--- config.mk ---
export PLATFORM = sky130hd
export DESIGN_NAME = iro_counter
export DESIGN_NICKNAME = d
export VERILOG_FILES = /design/src/hdl/iro_pkg.sv /design/src/hdl/iro_counter.sv /design/src/hdl/iro_fifo_mem.sv
export SDC_FILE = /design/constraint.sdc
export NUM_CORES = 1
export LEC_CHECK = 0
export BUFFER_PORTS_ARGS = -buffer_cell sky130_fd_sc_hd__buf_2
export CORE_MARGIN = 5
export CORE_UTILIZATION = 40
export CTS_BUF_LIST = sky130_fd_sc_hd__clkbuf_4
export DETAILED_ROUTE_END_ITERATION = 6
export HOLD_SLACK_MARGIN = 0.15
export PLACE_DENSITY = 0.69
export SLEW_MARGIN = 20
export SYNTH_ARGS = -nofsm -noshare
export SYNTH_HDL_FRONTEND = slang
export SYNTH_SLANG_ARGS = --single-unit
--- constraint.sdc ---
create_clock -name clk -period 11.2 [get_ports clk]
set_clock_uncertainty 0.1 [all_clocks]
set_input_delay 3.36 -clock clk [delete_from_list [all_inputs] [get_ports clk]]
set_output_delay 3.36 -clock clk [all_outputs]
set_load 0.02 [all_outputs]
--- src/hdl/iro_pkg.sv ---
package iro_pkg;

  // ****************************************************************
  // register map, byte addresses on the avalon slave
  // ****************************************************************
  localparam logic [3:0] OFS_CONTROL   = 4'h0;
  localparam logic [3:0] OFS_COUNT_LO  = 4'h4;
  localparam logic [3:0] OFS_COUNT_HI  = 4'h8;
  localparam logic [3:0] OFS_STATUS    = 4'hc;

  // ****************************************************************
  // control register fields
  // ****************************************************************
  localparam int CTL_CODE_LSB  = 0;   // event select [7:0]
  localparam int CTL_UMASK_LSB = 8;   // unit mask [15:8]
  localparam int CTL_EN_BIT    = 22;  // counting enable
  localparam logic [31:0] CONTROL_RESET = 32'h0000_0000;
  localparam logic [31:0] CONTROL_WMASK = 32'h0040_ffff;

  // ****************************************************************
  // status register fields
  // ****************************************************************
  localparam int STS_PROG_ERR_BIT = 0;
  localparam int STS_FULL_BIT     = 1;
  localparam int STS_EMPTY_BIT    = 2;
  localparam int STS_OCC_LSB      = 8;

  // ****************************************************************
  // event codes
  // ****************************************************************
  localparam logic [7:0] EVT_RSPQ_RETRY = 8'h33;
  localparam logic [7:0] EVT_OCCUPANCY  = 8'h11;

  // ****************************************************************
  // unit mask bits of the response queue retry event
  // ****************************************************************
  localparam int RTY_ANY_BIT   = 0;
  localparam int RTY_FULL_BIT  = 1;
  localparam int RTY_REQUEST_TRACKER_ID_BIT  = 3;
  localparam int RTY_LINK_BIT  = 4;
  localparam int RTY_IO_BIT    = 5;
  localparam int RTY_WB_BIT    = 7;

  // ****************************************************************
  // unit mask bits of the occupancy event
  // ****************************************************************
  localparam int OCC_REQ_BIT   = 0;
  localparam int OCC_REJ_BIT   = 1;
  localparam int OCC_PROBE_BIT = 2;
  localparam int OCC_FIFO_BIT  = 4;

  // ****************************************************************
  // per-cycle increment limits and counter placement
  // ****************************************************************
  localparam int OCC_INC_W      = 5;
  localparam logic [4:0] OCC_MAX_INC = 5'h14;  // twenty per cycle
  localparam int RETRY_MAX_CTR  = 1;           // counters zero and one
  localparam int OCC_MAX_CTR    = 0;           // counter zero only

endpackage

--- src/hdl/iro_counter.sv ---
// The implementer's own choices: the placing of the registers and register access over Avalon-MM.
`timescale 1ns/1ps
// Function
// (RULE1) response queue retry code selected: count each retried response queue transaction
// (RULE2) retry event adds at most one per cycle, only on counters zero or one
// (RULE3) unit mask bit zero counts every tracker reject retry, any cause
// (RULE4) unit mask bit one counts retries from a full egress queue
// (RULE5) unit mask bit three counts retries lacking a free request tracker id
// (RULE6) unit mask bit five counts attempts for the shared io agent credit
// (RULE7) unit mask bit seven counts local write retries lacking writeback credits
// (RULE8) only response queue transactions feed the retry event
// (RULE9) occupancy code selected: add valid entries of chosen ingress queues per cycle
// (RULE10) occupancy adds at most twenty per cycle, only on counter zero
// (RULE11) software never mixes the rejected selection with other occupancy bits
// (RULE12) ordering fifo selection adds its occupied entry count each cycle
// (RULE13) io requests leave the ordering fifo strictly in arrival order
// (RULE14) entry allocated on entry, freed in the cycle it leaves the request queue; here the fifo occupancy drops in the cycle after it leaves
// (RULE15) several compatible occupancy bits add the sum of their queues
module iro_counter
  import iro_pkg::*;
#(
  parameter int CTR_INDEX  = 0,
  parameter int CTR_W      = 48,
  parameter int FIFO_DEPTH = 16,
  parameter int TAG_W      = 8,
  parameter int QOCC_W     = 5
) (
  // clock and reset
  input  wire logic              clk,
  input  wire logic              rst_n,
  // avalon-mm slave
  input  wire logic [3:0]        avs_address,
  input  wire logic              avs_read,
  input  wire logic              avs_write,
  input  wire logic [31:0]       avs_writedata,
  input  wire logic [3:0]        avs_byteenable,
  output logic      [31:0]       avs_readdata,
  output logic                   avs_waitrequest,
  // response queue retry indications, one cycle each
  input  wire logic              rspq_retry,
  input  wire logic              rspq_rej_egress_full,
  input  wire logic              rspq_rej_no_tracker_id,
  input  wire logic              rspq_rej_link_credits,
  input  wire logic              rspq_io_credit_attempt,
  input  wire logic              rspq_rej_writeback_credits,
  // ingress queue occupancies, valid entries this cycle
  input  wire logic [QOCC_W-1:0] req_queue_occ,
  input  wire logic [QOCC_W-1:0] req_rejected_occ,
  input  wire logic [QOCC_W-1:0] probe_queue_occ,
  // io ordering fifo, allocate side
  input  wire logic              io_alloc_valid,
  input  wire logic [TAG_W-1:0]  io_alloc_tag,
  output logic                   io_alloc_ready,
  // io ordering fifo, release side
  output logic                   io_head_valid,
  output logic      [TAG_W-1:0]  io_head_tag,
  input  wire logic              io_release
);

  localparam int AW    = (FIFO_DEPTH > 1) ? $clog2(FIFO_DEPTH) : 1;
  localparam int OCC_W = $clog2(FIFO_DEPTH + 1);
  localparam logic [OCC_W-1:0] FIFO_FULL_CNT = OCC_W'(FIFO_DEPTH);
  localparam logic [AW-1:0]    LAST_ADDR     = AW'(FIFO_DEPTH - 1);

  // ****************************************************************
  // state
  // ****************************************************************
  logic [31:0]      control;
  logic [CTR_W-1:0] count;
  logic             ack;

  // ordering fifo pointers and fill
  logic [AW-1:0]    wr_ptr;
  logic [AW-1:0]    rd_ptr;
  logic [OCC_W-1:0] fifo_occ;
  logic [AW-1:0]    next_rd_ptr;
  logic [TAG_W-1:0] head_rdata;

  // decoded control fields
  logic [7:0]       evt_code;
  logic [7:0]       umask;
  logic             count_en;

  // fifo handshake terms
  logic             fifo_push;
  logic             fifo_pop;
  logic             fifo_empty;
  logic             fifo_full;

  // event selection terms
  logic             retry_sel;
  logic             occ_sel;
  logic             prog_err;
  logic             retry_hit;
  logic [OCC_INC_W+2:0] occ_sum;
  logic [OCC_INC_W-1:0] occ_inc;
  logic [CTR_W-1:0] inc;

  // bus handshake terms
  logic             bus_req;
  logic             bus_take;

  // ****************************************************************
  // helpers
  // ****************************************************************
  // one selected queue contributes its occupancy, others add nothing
  function automatic logic [OCC_INC_W+2:0] occ_term(input logic sel,
                                                   input logic [QOCC_W-1:0] occ);
    occ_term = sel ? (OCC_INC_W+3)'(occ) : '0;
  endfunction

  // pointer step with wrap at the configured depth
  function automatic logic [AW-1:0] ptr_step(input logic [AW-1:0] p);
    ptr_step = (p == LAST_ADDR) ? '0 : p + AW'(1);
  endfunction

  // merge a bus word into a register under byte enables
  function automatic logic [31:0] be_merge(input logic [31:0] old_v,
                                           input logic [31:0] new_v,
                                           input logic [3:0]  be);
    logic [31:0] r;
    r = old_v;
    for (int i = 0; i < 4; i++) begin
      if (be[i]) begin
        r[i*8 +: 8] = new_v[i*8 +: 8];
      end
    end
    be_merge = r;
  endfunction

  // ****************************************************************
  // avalon-mm slave
  // ****************************************************************
  // every access waits exactly one cycle, answer on the second edge
  assign bus_req         = avs_read | avs_write;
  assign bus_take        = bus_req & ack;
  assign avs_waitrequest = bus_req & ~ack;

  // ack pulses for one cycle so back to back requests each get a wait
  // a held request is taken every second cycle, not every cycle
  always_ff @(posedge clk) begin
    if (!rst_n) begin
      ack <= 1'b0;
    end else begin
      ack <= bus_req & ~ack;
    end
  end

  // control register, software steers the event selection here
  always_ff @(posedge clk) begin
    if (!rst_n) begin
      control <= CONTROL_RESET;
    end else if (bus_take && avs_write && (avs_address == OFS_CONTROL)) begin
      control <= be_merge(control, avs_writedata, avs_byteenable) & CONTROL_WMASK;
    end
  end

  // field views of the control word
  assign evt_code = control[CTL_CODE_LSB +: 8];
  assign umask    = control[CTL_UMASK_LSB +: 8];
  assign count_en = control[CTL_EN_BIT];

  // read data registered while the request waits; unmapped reads give zero
  always_ff @(posedge clk) begin
    if (!rst_n) begin
      avs_readdata <= 32'h0000_0000;
    end else if (avs_read && !ack) begin
      case (avs_address)
        OFS_CONTROL:  avs_readdata <= control;
        OFS_COUNT_LO: avs_readdata <= 32'(count[CTR_W-1:0]);
        OFS_COUNT_HI: avs_readdata <= 32'(count >> 32);
        OFS_STATUS: begin
          // rebuilt from live flags
          avs_readdata <= '0;
          avs_readdata[STS_PROG_ERR_BIT] <= prog_err;
          avs_readdata[STS_FULL_BIT]     <= fifo_full;
          avs_readdata[STS_EMPTY_BIT]    <= fifo_empty;
          avs_readdata[STS_OCC_LSB +: OCC_W] <= fifo_occ;
        end
        default:      avs_readdata <= 32'h0000_0000;
      endcase
    end
  end

  // ****************************************************************
  // event selection
  // ****************************************************************
  // a code placed on a counter that may not carry it counts nothing,
  // so a misprogrammed slot reads a steady value instead of garbage
  assign retry_sel = (evt_code == EVT_RSPQ_RETRY) && (CTR_INDEX <= RETRY_MAX_CTR); // RULE2
  assign occ_sel   = (evt_code == EVT_OCCUPANCY) && (CTR_INDEX <= OCC_MAX_CTR)     // RULE10
                     && !(umask[OCC_REJ_BIT] && (umask != 8'h02));                  // RULE11

  // visible hint to software that the programming above will not count
  assign prog_err = ((evt_code == EVT_RSPQ_RETRY) && (CTR_INDEX > RETRY_MAX_CTR))
                  || ((evt_code == EVT_OCCUPANCY) && (CTR_INDEX > OCC_MAX_CTR))
                  || ((evt_code == EVT_OCCUPANCY) && umask[OCC_REJ_BIT]
                      && (umask != 8'h02));

  // ****************************************************************
  // retry event
  // ****************************************************************
  // only response queue indications reach this term; the request and
  // probe queues have events of their own elsewhere
  always_comb begin
    retry_hit = 1'b0;

    if (rspq_retry) begin                                             // RULE8
      if (umask[RTY_ANY_BIT]) begin
        retry_hit = 1'b1;                                             // RULE3
      end
      if (umask[RTY_FULL_BIT] && rspq_rej_egress_full) begin
        retry_hit = 1'b1;                                             // RULE4
      end
      if (umask[RTY_REQUEST_TRACKER_ID_BIT] && rspq_rej_no_tracker_id) begin
        retry_hit = 1'b1;                                             // RULE5
      end
      // link credit reject, own mask bit
      if (umask[RTY_LINK_BIT] && rspq_rej_link_credits) begin
        retry_hit = 1'b1;
      end
      if (umask[RTY_WB_BIT] && rspq_rej_writeback_credits) begin
        retry_hit = 1'b1;                                             // RULE7
      end
    end
    // credit attempts count whether or not the attempt failed
    if (umask[RTY_IO_BIT] && rspq_io_credit_attempt) begin
      retry_hit = 1'b1;                                               // RULE6
    end
  end

  // ****************************************************************
  // occupancy event
  // ****************************************************************
  // sum of all selected queues, clamped so a broken source can never
  // push more than the documented per-cycle figure into the counter
  always_comb begin
    occ_sum = occ_term(umask[OCC_REQ_BIT],   req_queue_occ)          // RULE15
            + occ_term(umask[OCC_REJ_BIT],   req_rejected_occ)
            + occ_term(umask[OCC_PROBE_BIT], probe_queue_occ)
            + occ_term(umask[OCC_FIFO_BIT],  QOCC_W'(fifo_occ));      // RULE12

    if (occ_sum > (OCC_INC_W+3)'(OCC_MAX_INC)) begin
      occ_inc = OCC_MAX_INC;                                          // RULE10
    end else begin
      occ_inc = occ_sum[OCC_INC_W-1:0];
    end
  end

  // ****************************************************************
  // counter
  // ****************************************************************
  // at most one of the two events is live, so one increment path suffices
  always_comb begin
    inc = '0;

    if (count_en && retry_sel && retry_hit) begin
      inc = CTR_W'(1);                                                // RULE1 RULE2
    end else if (count_en && occ_sel) begin
      inc = CTR_W'(occ_inc);                                          // RULE9
    end
  end

  // a software load wins over counting in the same cycle; the event of
  // that cycle is dropped since software is redefining the value anyway
  always_ff @(posedge clk) begin
    if (!rst_n) begin
      count <= '0;
    end else if (bus_take && avs_write && (avs_address == OFS_COUNT_LO)) begin
      // a low word load keeps the high word
      count <= CTR_W'({count >> 32, be_merge(32'(count[CTR_W-1:0]),
                                             avs_writedata, avs_byteenable)});
    end else if (bus_take && avs_write && (avs_address == OFS_COUNT_HI)) begin
      // a high word load keeps the low word
      count <= CTR_W'({be_merge(32'(count >> 32), avs_writedata, avs_byteenable),
                       32'(count[CTR_W-1:0])});
    end else begin
      count <= count + inc;
    end
  end

  // ****************************************************************
  // io ordering fifo
  // ****************************************************************
  // entries only leave from the head, which keeps io requests in order
  assign fifo_empty     = (fifo_occ == '0);
  assign fifo_full      = (fifo_occ == FIFO_FULL_CNT);
  assign io_alloc_ready = ~fifo_full;

  // refused pushes and releases simply wait
  assign fifo_push      = io_alloc_valid & io_alloc_ready;            // RULE14
  assign fifo_pop       = io_release & ~fifo_empty;                   // RULE13

  // read address looks one pop ahead
  assign next_rd_ptr    = fifo_pop ? ptr_step(rd_ptr) : rd_ptr;

  // pointers advance on allocation and on release of the head
  always_ff @(posedge clk) begin
    if (!rst_n) begin
      wr_ptr <= '0;
      rd_ptr <= '0;
    end else begin
      if (fifo_push) begin
        wr_ptr <= ptr_step(wr_ptr);
      end
      rd_ptr <= next_rd_ptr;                                          // RULE13
    end
  end

  // occupancy drops in the cycle after the transaction leaves the queue
  always_ff @(posedge clk) begin
    if (!rst_n) begin
      fifo_occ <= '0;
    end else begin
      case ({fifo_push, fifo_pop})
        2'b10:   fifo_occ <= fifo_occ + OCC_W'(1);                    // RULE14
        2'b01:   fifo_occ <= fifo_occ - OCC_W'(1);                    // RULE14
        // push with pop keeps the fill
        default: fifo_occ <= fifo_occ;
      endcase
    end
  end

  // tag storage, read address runs one step ahead so the head is ready
  iro_fifo_mem #(
    .WIDTH (TAG_W),
    .DEPTH (FIFO_DEPTH),
    .AW    (AW)
  ) u_mem (
    .clk   (clk),
    .we    (fifo_push),
    .waddr (wr_ptr),
    .wdata (io_alloc_tag),
    .raddr (next_rd_ptr),
    .rdata (head_rdata)
  );

  // head presentation; empty shows a zero tag
  // so a stale tag never looks live
  assign io_head_valid = ~fifo_empty;
  assign io_head_tag   = fifo_empty ? '0 : head_rdata;

endmodule

--- src/hdl/iro_fifo_mem.sv ---
`timescale 1ns/1ps
module iro_fifo_mem
  import iro_pkg::*;
#(
  parameter int WIDTH = 8,
  parameter int DEPTH = 16,
  parameter int AW    = 4
) (
  // clock
  input  wire logic             clk,
  // write port
  input  wire logic             we,
  input  wire logic [AW-1:0]    waddr,
  input  wire logic [WIDTH-1:0] wdata,
  // read port, registered data
  input  wire logic [AW-1:0]    raddr,
  output logic      [WIDTH-1:0] rdata
);

  logic [WIDTH-1:0] mem [DEPTH];

  // ****************************************************************
  // storage
  // ****************************************************************
  // plain array write, no reset needed on storage
  always_ff @(posedge clk) begin
    if (we) begin
      mem[waddr] <= wdata;
    end
  end

  // write-first read so a tag pushed into an empty queue shows at once
  always_ff @(posedge clk) begin
    if (we && (waddr == raddr)) begin
      rdata <= wdata;
    end else begin
      rdata <= mem[raddr];
    end
  end

endmodule

Word-level counts from Yosys, hierarchy flattened
Memories as Yosys holds them, arrays and structs flattened. A register that Yosys moved wholly into a read port is not among the register bits.
Index checks and enable logic that the tools add are counted.
- word-level logic and storage cells: 110
- memory bits (writable): 128
- register bits: 111
- output and inout bits: 43
- memories kept: 1
- equality and inequality tests: 18
- muxes and demuxes: 28
- reduce and logical (&&, ||, !) cells: 31
- magnitude comparators: 1
- bitwise logic cells: 9
- add/subtract/negate cells: 8
- memories (memory ; depth ; width ; read ports ; clocked after Yosys merged registers in ; write ports ; RTL line ; source):
    u_mem.mem ; 16 ; 8 ; 1 ; 1 ; 1 ; iro_fifo_mem.sv:20 ; logic [WIDTH-1:0] mem [DEPTH];
- operator list (kind ; count):
    one-hot mux 32 bit (4 select lines) ; 1
    adder 48 x 5 -> 48 bit ; 1
    two-way mux 48 bit ; 1
    two-way mux 8 bit ; 5
    two-way mux 5 bit ; 7
    two-way mux 32 bit ; 1
    AND reduction 2 bit ; 9
    logical AND 1 bit ; 17
    equality test 4 bit (second input constant) ; 4
    != test 2 bit (second input constant) ; 7
    two-way mux 4 bit ; 3
    one-hot mux 5 bit (2 select lines) ; 1
    two-way mux 1 bit ; 9
    adder 4 x 1 -> 4 bit (second input constant) ; 2
    adder 7 x 5 -> 8 bit ; 1
    equality test 8 x 5 -> 1 bit (second input constant) ; 1
    equality test 8 x 6 -> 1 bit (second input constant) ; 1
    greater-than comparator 8 x 5 -> 1 bit (second input constant) ; 1
    != test 8 x 2 -> 1 bit (second input constant) ; 1
    adder 6 x 5 -> 7 bit ; 1
    adder 5 x 5 -> 6 bit ; 1
    adder 5 x 1 -> 5 bit (second input constant) ; 1
    equality test 5 bit (second input constant) ; 1
    zero test 5 bit ; 1
    10 further kinds ; 17

Logic depth before layout (Yosys ltp)
Gate-level depths: netlist (run 1).
- word-level depth: 12
- gate-level depth with buffers: 23
- depth with buffers taken out: 22

By module
Synthesis (run 1) repeated with hierarchy kept, for this count alone.
- cells, all modules: 1093
- area total of the unflattened synthesis: 12116.6 sq um
- modules (own cells, without submodules) (module ; instances ; area an instance (sq um) ; cells each):
    iro_counter ; 1 ; 7049.3 ; 868
    iro_fifo_mem ; 1 ; 5067.4 ; 225

Worst setup path after synthesis (run 1)
Ideal clock, no wire load.
- path type: input -> register
- from: input port req_queue_occ[1]
- to: register count[46]
- path buffers: 0
- setup slack: 2691 ps
- arrival time: 8282 ps
- cell stages on the path: 21
- cells stage by stage: and2_1 fa_1 fa_1 ha_1 inv_1 fa_1 xor2_1 o21ai_0 nor4b_1 o21ai_0 a211oi_1 a31o_2 ha_1 inv_1 fa_1 nor2b_1 o2111ai_4 a21oi_4 nand4_4 and3_1 or3_1
- cells in the longest elaborated chain, start to end: 10
- ends and longest elaborated chain (element ; RTL line ; source):
    start: declaration ; iro_counter.sv:47 ; input wire logic [QOCC_W-1:0] req_queue_occ,
    two-way mux 5 bit * ; iro_counter.sv:109 ; occ_term = sel ? (OCC_INC_W+3)'(occ) : '0;
    adder 5 x 5 -> 6 bit * ; iro_counter.sv:239 ; + occ_term(umask[OCC_REJ_BIT], req_rejected_occ)
    adder 6 x 5 -> 7 bit * ; iro_counter.sv:240 ; + occ_term(umask[OCC_PROBE_BIT], probe_queue_occ)
    adder 7 x 5 -> 8 bit * ; iro_counter.sv:241 ; + occ_term(umask[OCC_FIFO_BIT], QOCC_W'(fifo_occ));
    greater-than comparator 8 x 5 -> 1 bit ; iro_counter.sv:243 ; if (occ_sum > (OCC_INC_W+3)'(OCC_MAX_INC)) begin
    two-way mux 5 bit * ; iro_counter.sv:243 ;
    two-way mux 5 bit * ; iro_counter.sv:259 ; end else if (count_en && occ_sel) begin
    two-way mux 5 bit * ; iro_counter.sv:257 ; if (count_en && retry_sel && retry_hit) begin
    adder 48 x 5 -> 48 bit * ; iro_counter.sv:278 ; count <= count + inc;
    two-way mux 48 bit * ; iro_counter.sv:273 ; end else if (bus_take && avs_write && (avs_address == OFS_COUNT_HI)) begin
    end signal: assignment ; iro_counter.sv:271 ; count <= CTR_W'({count >> 32, be_merge(32'(count[CTR_W-1:0]),
    end signal: assignment ; iro_counter.sv:275 ; count <= CTR_W'({be_merge(32'(count >> 32), avs_writedata, avs_byteenable),
    end signal: assignment ; iro_counter.sv:278 ;
    end: declaration ; iro_counter.sv:69 ; logic [CTR_W-1:0] count;
Mark *: on every way between the ends. The rest lies on a longest branch, timed or not. The select of a mux whose other input is x is not followed.
A chain may end at the register's enable or synchronous reset.

Worst setup path in the final report (run 1)
Ends and elaborated chain as after synthesis.

==> results of run 1 <==
-- cells by family (layout without fill, tap and decap cells) --
logic type      Yosys count  count (layout)  share of synthesized area, %
buf+inv                  82             260                          2.93
compound gates          226             226                          13.3
simple gates            364             364                          15.9
fa+ha+maj                32              32                          4.18
xor+xnor                  8               8                         0.597
mux                      66              66                          10.7
flops                   243             243                          52.4
other cells               0               1                             0
-- sequential cells by signal, indices dropped and copies added, names as in the netlist, named ones only --
register      flops
rd_ptr            4
control          17
fifo_occ          5
wr_ptr            4
ack               1
u_mem.mem       128
count            48
avs_readdata     32
-- per-layer routing --
metal | track usage, % | up-vias
met1 | 24.4 | 4401
met3 | 4.02 | 53
met5 | 0 | -
li1 | - | 4198
met4 | 5.76 | 0
met2 | 31.6 | 392
-- power breakdown --
group          internal [W]  switching [W]
clock              0.000338       0.000357
sequential         0.000964      0.0000468
combinational      0.000205       0.000235
-- layout make-up --
type | instances | share of cell area [%]
repair buffers | 129 | 5.05
clock buffers | 81 | 4.55
clock inverters | 27 | 0.870
multi-input cells | 696 | 39.3
inverters | 23 | 0.646
flip-flops and latches | 243 | 46.0
well taps | 384 | 3.59
diodes | 1 | 0.0187
-- Yosys cell counts (all sizes together), types with 7 or more instances --
| master | instances |
|---|---|
| edfxtp | 128 |
| dfxtp | 115 |
| nor2 | 91 |
| nand2 | 90 |
| a21oi | 56 |
| mux4 | 47 |
| o21ai | 43 |
| a22oi | 42 |
| clkbuf | 41 |
| nand3 | 41 |
| and2 | 38 |
| inv | 23 |
| and3 | 20 |
| ha | 20 |
| nor3 | 20 |
| buf | 18 |
| nand4 | 14 |
| a211oi | 13 |
| mux2i | 13 |
| fa | 12 |
| o211ai | 10 |
| and4 | 9 |
| a31oi | 7 |
| nor2b | 7 |
| nor4 | 7 |
-- placed cells by master (no fill, tap or decap), types with 4 or more instances in the layout --
master      n
edfxtp_1  128
buf_2     117
dfxtp_1   113
nor2_1     91
nand2_1    88
clkbuf_4   81
a21oi_1    54
mux4_2     46
o21ai_0    43
a22oi_1    42
nand3_1    41
and2_1     37
clkinv_1   23
inv_1      22
ha_1       20
and3_1     19
nor3_1     18
mux2i_1    13
a211oi_1   12
nand4_1    12
fa_1       12
buf_4      12
o211ai_1   10
and4_1      8
nor2b_1     7
a31oi_1     7
a21o_1      6
xor2_1      6
a311oi_1    6
nor4_1      5
mux2_2      5
nand2b_1    5
a32oi_1     4
o21a_1      4
-- worst paths after layout --
kind | from | end | slack, ns
min | control[4]$_SDFFE_PN0P_ | control[4]$_SDFFE_PN0P_ | 0.37
max | req_queue_occ[1] | count[46]$_SDFFE_PN0P_ | 2.66
max reg2reg | control[9]$_SDFFE_PN0P_ | count[46]$_SDFFE_PN0P_ | 4.98
min reg2reg | control[4]$_SDFFE_PN0P_ | control[4]$_SDFFE_PN0P_ | 0.37
-- worst max-delay path, delay by kind of cell --
kind | cells | cell delay, ns
buffers and inverters | 3 | 0.20
XOR/XNOR | 1 | 0.18
AO/OA/AOI/OAI | 6 | 1.60
adder cells (fa/ha/maj) | 6 | 2.18
AND/OR/NAND/NOR | 6 | 1.48
-- metrics by stage --
| stage | instances | power [W] | utilization (%) |
|---|---|---|---|
| 3_5_place_dp | 1475 | 0.00148 | 43.8 |
| 4_1_cts | 1583 | 0.00217 | 46.3 |
| 3_3_place_gp | 1475 | 0.00147 | 43.8 |
| 2_1_floorplan | 1021 | 0.00133 | - |
| 5_1_grt | 1584 | 0.00226 | 46.3 |
| 6_report | 1584 | 0.00215 | 46.3 |
==> flow_summary_export.csv, run 1 <==
group,metric,value,unit
run_status,status,"finished clean",
final_layout,fin_area,0.0134,mm²
route,ant_nets,0,
worst_setup_path,cp_slowest_cell,"fa_1",
timing,fin_tns_setup,0,ns
logic_synthesis,syn_area,0.0117,mm²
route,met3_length,2380,µm
cts,cts_made_buffers,61,
logic_synthesis,synth_top_cell_by_area,"edfxtp_1",
final_layout,multi_input_area,0.00526,mm²
final_layout,seqCellArea,0.00615,mm²
logic_synthesis,netlist_top_cells_area,"edfxtp_1 (33%), dfxtp_1 (20%), mux4_2 (8.8%)",
route,highest_layer,"met4",
logic_synthesis,synthArstFlopShare,0,%
floorplanning,core,0.0289,mm²
final_layout,drive_gt1_share,24.1,%
timing,rsz0062_at_grt,"no",
route,drc,0,
cts,cts_tree,"built",
worst_setup_path,path_cells,"buf_2, and2_1, fa_1, fa_1, ha_1, inv_1, fa_1, xor2_1, o21ai_0, nor4b_1, o21ai_0, a211oi_1, a31o_2, ha_1, inv_1, fa_1, nor2b_1, o2111ai_4, a21oi_4, nand4_4, and3_1, or3_1",
power_and_ir_drop,vdd_ir_drop_max,0.109,mV
final_layout,areaGrowthSynthToFinish,14.0,%
worst_hold_path,hold_depth,2,
worst_setup_path,cp_max_fo,9,
power_and_ir_drop,p_leak,4.85,nW
worst_setup_path,reg2reg_depth,21,
route,wl_per_cell,20.1,µm
global_routing,grt_pass1_vias,8998,
floorplanning,die_h,181,µm
place,io_buffer_count,117,
timing,setup_viol,0,
cts,cts.clk_slew.worst_paths,0.07,ns
cts,post_cts_buffers,0,
worst_setup_path,cp_data_arrival_time,9.02,ns
timing,fmax,0.117,GHz
cts,insertion_delay,0.71,ns
cts,htreeDepth,2,
route,drtPass1Iterations,5,
logic_synthesis,yosys_warnings,0,
final_layout,nFillCells,2667,
logic_synthesis,synth_seq_cells,243,
logic_synthesis,synth_edf_count,128,
floorplanning,dieArea,0.0329,mm²
route,wirelength,31800,µm
cts,clock_sinks,243,
global_routing,grt_max_degree,84,
flow_run,drv_cap,0,
worst_hold_path,hp-class,"reg2reg",
place,placed_cell_area,0.0126,mm²
global_routing,antenna_found_initial,1,
worst_setup_path,crit_type,"in2reg",
global_routing,grt_usage,18.8,%
logic_synthesis,synth_fp_nets,1128,
timing,fin_hold_ws,0.367,ns
timing,slew_headroom,29.0,%
timing,period_needed,8.54,ns
worst_setup_path,crit_top_cell,"fa_1",
route,vias_per_cell,5.71,
cts,cts_hold_buf,0,
power_and_ir_drop,power_density,161,mW/mm²
logic_synthesis,syn_avg_cell_area,11.5,µm²
timing,setup_ws,2.66,ns
logic_synthesis,ys_seq_area_share,52.4,%
timing,tightestPinTransition,1.06,ns
route,wl_met1,13200,µm
route,met2WireLength,15500,µm
worst_setup_path,cpPeakStageDelay,0.55,ns
route,first_iter_violations,817,
logic_synthesis,synth_cells,1021,
cts,root_buffer,"clkbuf_4",
route,vias,9044,
place,dp_hpwl,22700,µm
final_layout,nNetsFinal,1261,
worst_setup_path,cp.required,11.68,ns
floorplanning,die_w,181,µm
timing,min_period_over_period,76.2,%
global_routing,grt_pass1_wl,49800,µm
cts,cts_buffer_depth,3,
place,place_ws,1.98,ns
floorplanning,start_util,40.7,%
floorplanning,rows,62,
logic_synthesis,synth_ff_type,"edfxtp_1",
timing,hold_viol,0,
worst_setup_path,crit_path_start_kind,"input port",
timing,slew_viol_final,0,
logic_synthesis,ys_types,84,
global_routing,grt-ovfl-total,0,
logic_synthesis,synth_top_area_share,32.8,%
floorplanning,top_level_ports,118,
worst_setup_path,endpoint_kind,"flop",
cts,ctsResizeCount,0,
place,place.gp.congestion,0.904,
Note: power is estimated with default switching activity, not from simulation.
==> run 2: changes to the inputs <==
clock period = 8.5 ns   (was 11.2 ns; I/O delays follow)
==> run 2 against run 1 <==
Net effect: utilization is 0.24 points higher; sequential cell count stayed put; cell count is 0.13% higher; sequential share of layout area is 0.24 points lower; clock-buffer cell count is 3 higher; die area stayed put; non-clock buffer count is 1 lower; global-route usage is 0.16 points lower; worst hold slack better by 0.0040 ns; critical endpoint unchanged; largest cell class unchanged; largest power group unchanged.
==> flow_summary_export.csv, run 2 (synthesized netlist as in run 1, its figures left out) <==
group,metric,value,unit
floorplanning,rows,62,
run_status,status,"finished clean",
floorplanning,die_h,181,µm
worst_setup_path,cp_max_fo,9,
place,dp_hpwl,22400,µm
route,wirelength,31500,µm
global_routing,antenna_found_initial,1,
worst_setup_path,crit_type,"in2reg",
final_layout,drive_gt1_share,24.9,%
cts,clock_sinks,243,
power_and_ir_drop,power_density,214,mW/mm²
timing,period_needed,7.59,ns
worst_setup_path,crit_path_start_kind,"input port",
timing,setup_ws,0.908,ns
worst_setup_path,path_cells,"buf_2, and2_1, fa_1, fa_1, ha_1, inv_1, fa_1, xor2_1, o21ai_0, nor4b_1, o21ai_0, a211oi_1, a31o_2, ha_1, inv_1, fa_1, nor2b_1, o2111ai_4, a21oi_4, nand4_4, and3_1, or3_1",
route,wl_per_cell,19.9,µm
timing,min_period_over_period,89.3,%
place,placed_cell_area,0.0127,mm²
route,drtPass1Iterations,6,
cts,cts_made_buffers,60,
final_layout,layoutNonFillerInstCount,1586,
final_layout,largestRegisters,"u_mem.mem (128), count (48), avs_readdata (32)",
power_and_ir_drop,p_leak,4.89,nW
timing,setup_viol,0,
floorplanning,core,0.0289,mm²
route,drc,0,
place,place_ws,0.221,ns
worst_setup_path,cp.required,8.97,ns
timing,fmax,0.132,GHz
cts,cts.clk_slew.worst_paths,0.07,ns
cts,cts_tree,"built",
worst_hold_path,hp-class,"reg2reg",
floorplanning,top_level_ports,118,
worst_setup_path,crit_top_cell,"fa_1",
timing,rsz0062_at_grt,"no",
timing,fin_tns_setup,0,ns
global_routing,grt_pass1_wl,49300,µm
worst_setup_path,regToRegStartpoint,"control[9]$_SDFFE_PN0P_",
worst_setup_path,cp_slowest_cell,"fa_1",
timing,tightestPinTransition,1.07,ns
global_routing,grt_max_degree,47,
cts,cts_hold_buf,0,
place,io_buffer_count,117,
cts,insertion_delay,0.72,ns
route,vias_per_cell,5.69,
place,place.gp.congestion,0.926,
final_layout,top_register,"u_mem.mem",
global_routing,grt_pass1_vias,8796,
worst_setup_path,endpoint_kind,"flop",
final_layout,final_core_util,46.6,%
cts,htreeDepth,2,
final_layout,areaGrowthSynthToFinish,14.6,%
cts,ctsResizeCount,0,
floorplanning,die_w,181,µm
floorplanning,start_util,40.7,%
place,dp.cells,1474,
final_layout,fin_area,0.0134,mm²
cts,cts_buffer_depth,3,
flow_run,drv_cap,0,
route,ant_nets,0,
global_routing,grt-ovfl-total,0,
cts,post_cts_buffers,0,
final_layout,mostFrequentLayoutCells,"edfxtp_1 (128), buf_2 (117), dfxtp_1 (113), nor2_1 (91), nand2_1 (88)",
floorplanning,dieArea,0.0329,mm²
timing,hold_viol,0,
global_routing,grt_usage,18.6,%
timing,slew_headroom,28.5,%
worst_setup_path,cp_data_arrival_time,8.06,ns
power_and_ir_drop,vdd_ir_drop_max,0.124,mV
worst_hold_path,min-delay-start,"control[4]$_SDFFE_PN0P_",
final_layout,largest_register_ffs,128,
worst_setup_path,cpPeakStageDelay,0.56,ns
final_layout,final_common_cell,"edfxtp_1",
cts,root_buffer,"clkbuf_4",
route,vias,9023,
worst_setup_path,crit_path_start,"req_queue_occ[1]",
timing,slew_viol_final,0,
route,first_iter_violations,786,
final_layout,nNetsFinal,1259,
run 2: power breakdown:
part	internal [W]	switching, W	leakage [nW]
combinational	0.000269	0.000310	2.35
sequential	0.00127	0.0000612	2.08
clock	0.000495	0.000477	0.463
run 2: routing by layer:
metal | vias to the layer above | wire, µm | global-route usage, % | part of all wire (%)
li1 | 4199 | - | - | -
met1 | 4367 | 13000 | 24.7 | 41
met2 | 401 | 15400 | 31.1 | 49
met3 | 54 | 2440 | 3.88 | 7.8
met4 | 2 | 588 | 4.89 | 1.9
met5 | - | 69 | 1.48 | 0.22
run 2: final timing paths:
| kind | slack, ns | end | cells past startpoint |
|---|---|---|---|
| hold reg to reg | 0.37 | control[4]$_SDFFE_PN0P_ | 2 |
| setup reg to reg | 2.36 | count[46]$_SDFFE_PN0P_ | 21 |
| hold / removal | 0.37 | control[4]$_SDFFE_PN0P_ | 2 |
| setup / recovery | 0.91 | count[46]$_SDFFE_PN0P_ | 22 |
run 2: critical path: cells and delay by family:
family	cells	cell delay (ns)
and+or+nand+nor	6	1.42
xor gates and xnor gates	1	0.18
buffers and inverters	3	0.20
adders and majority gates	6	2.15
AOI/OAI and AO/OA	6	1.55
run 2: layout make-up:
type                       instances  area, µm²
sequential                       243       6150
tap                              384        480
antenna                            2       5.00
multi-input combinational        696       5270
timing repair buffer             128        668
clock inverter                    26        153
inverter                          23       86.3
fill                            2694      15400
clock buffer                      84        631
run 2: metrics by stage:
stage,hold WS [ns],power (W)
global route,0.391,0.00304
CTS,0.371,0.00292
global placement,0.349,0.00193
detailed placement,0.363,0.00194
floorplan,0.341,0.00175
finish,0.371,0.00288
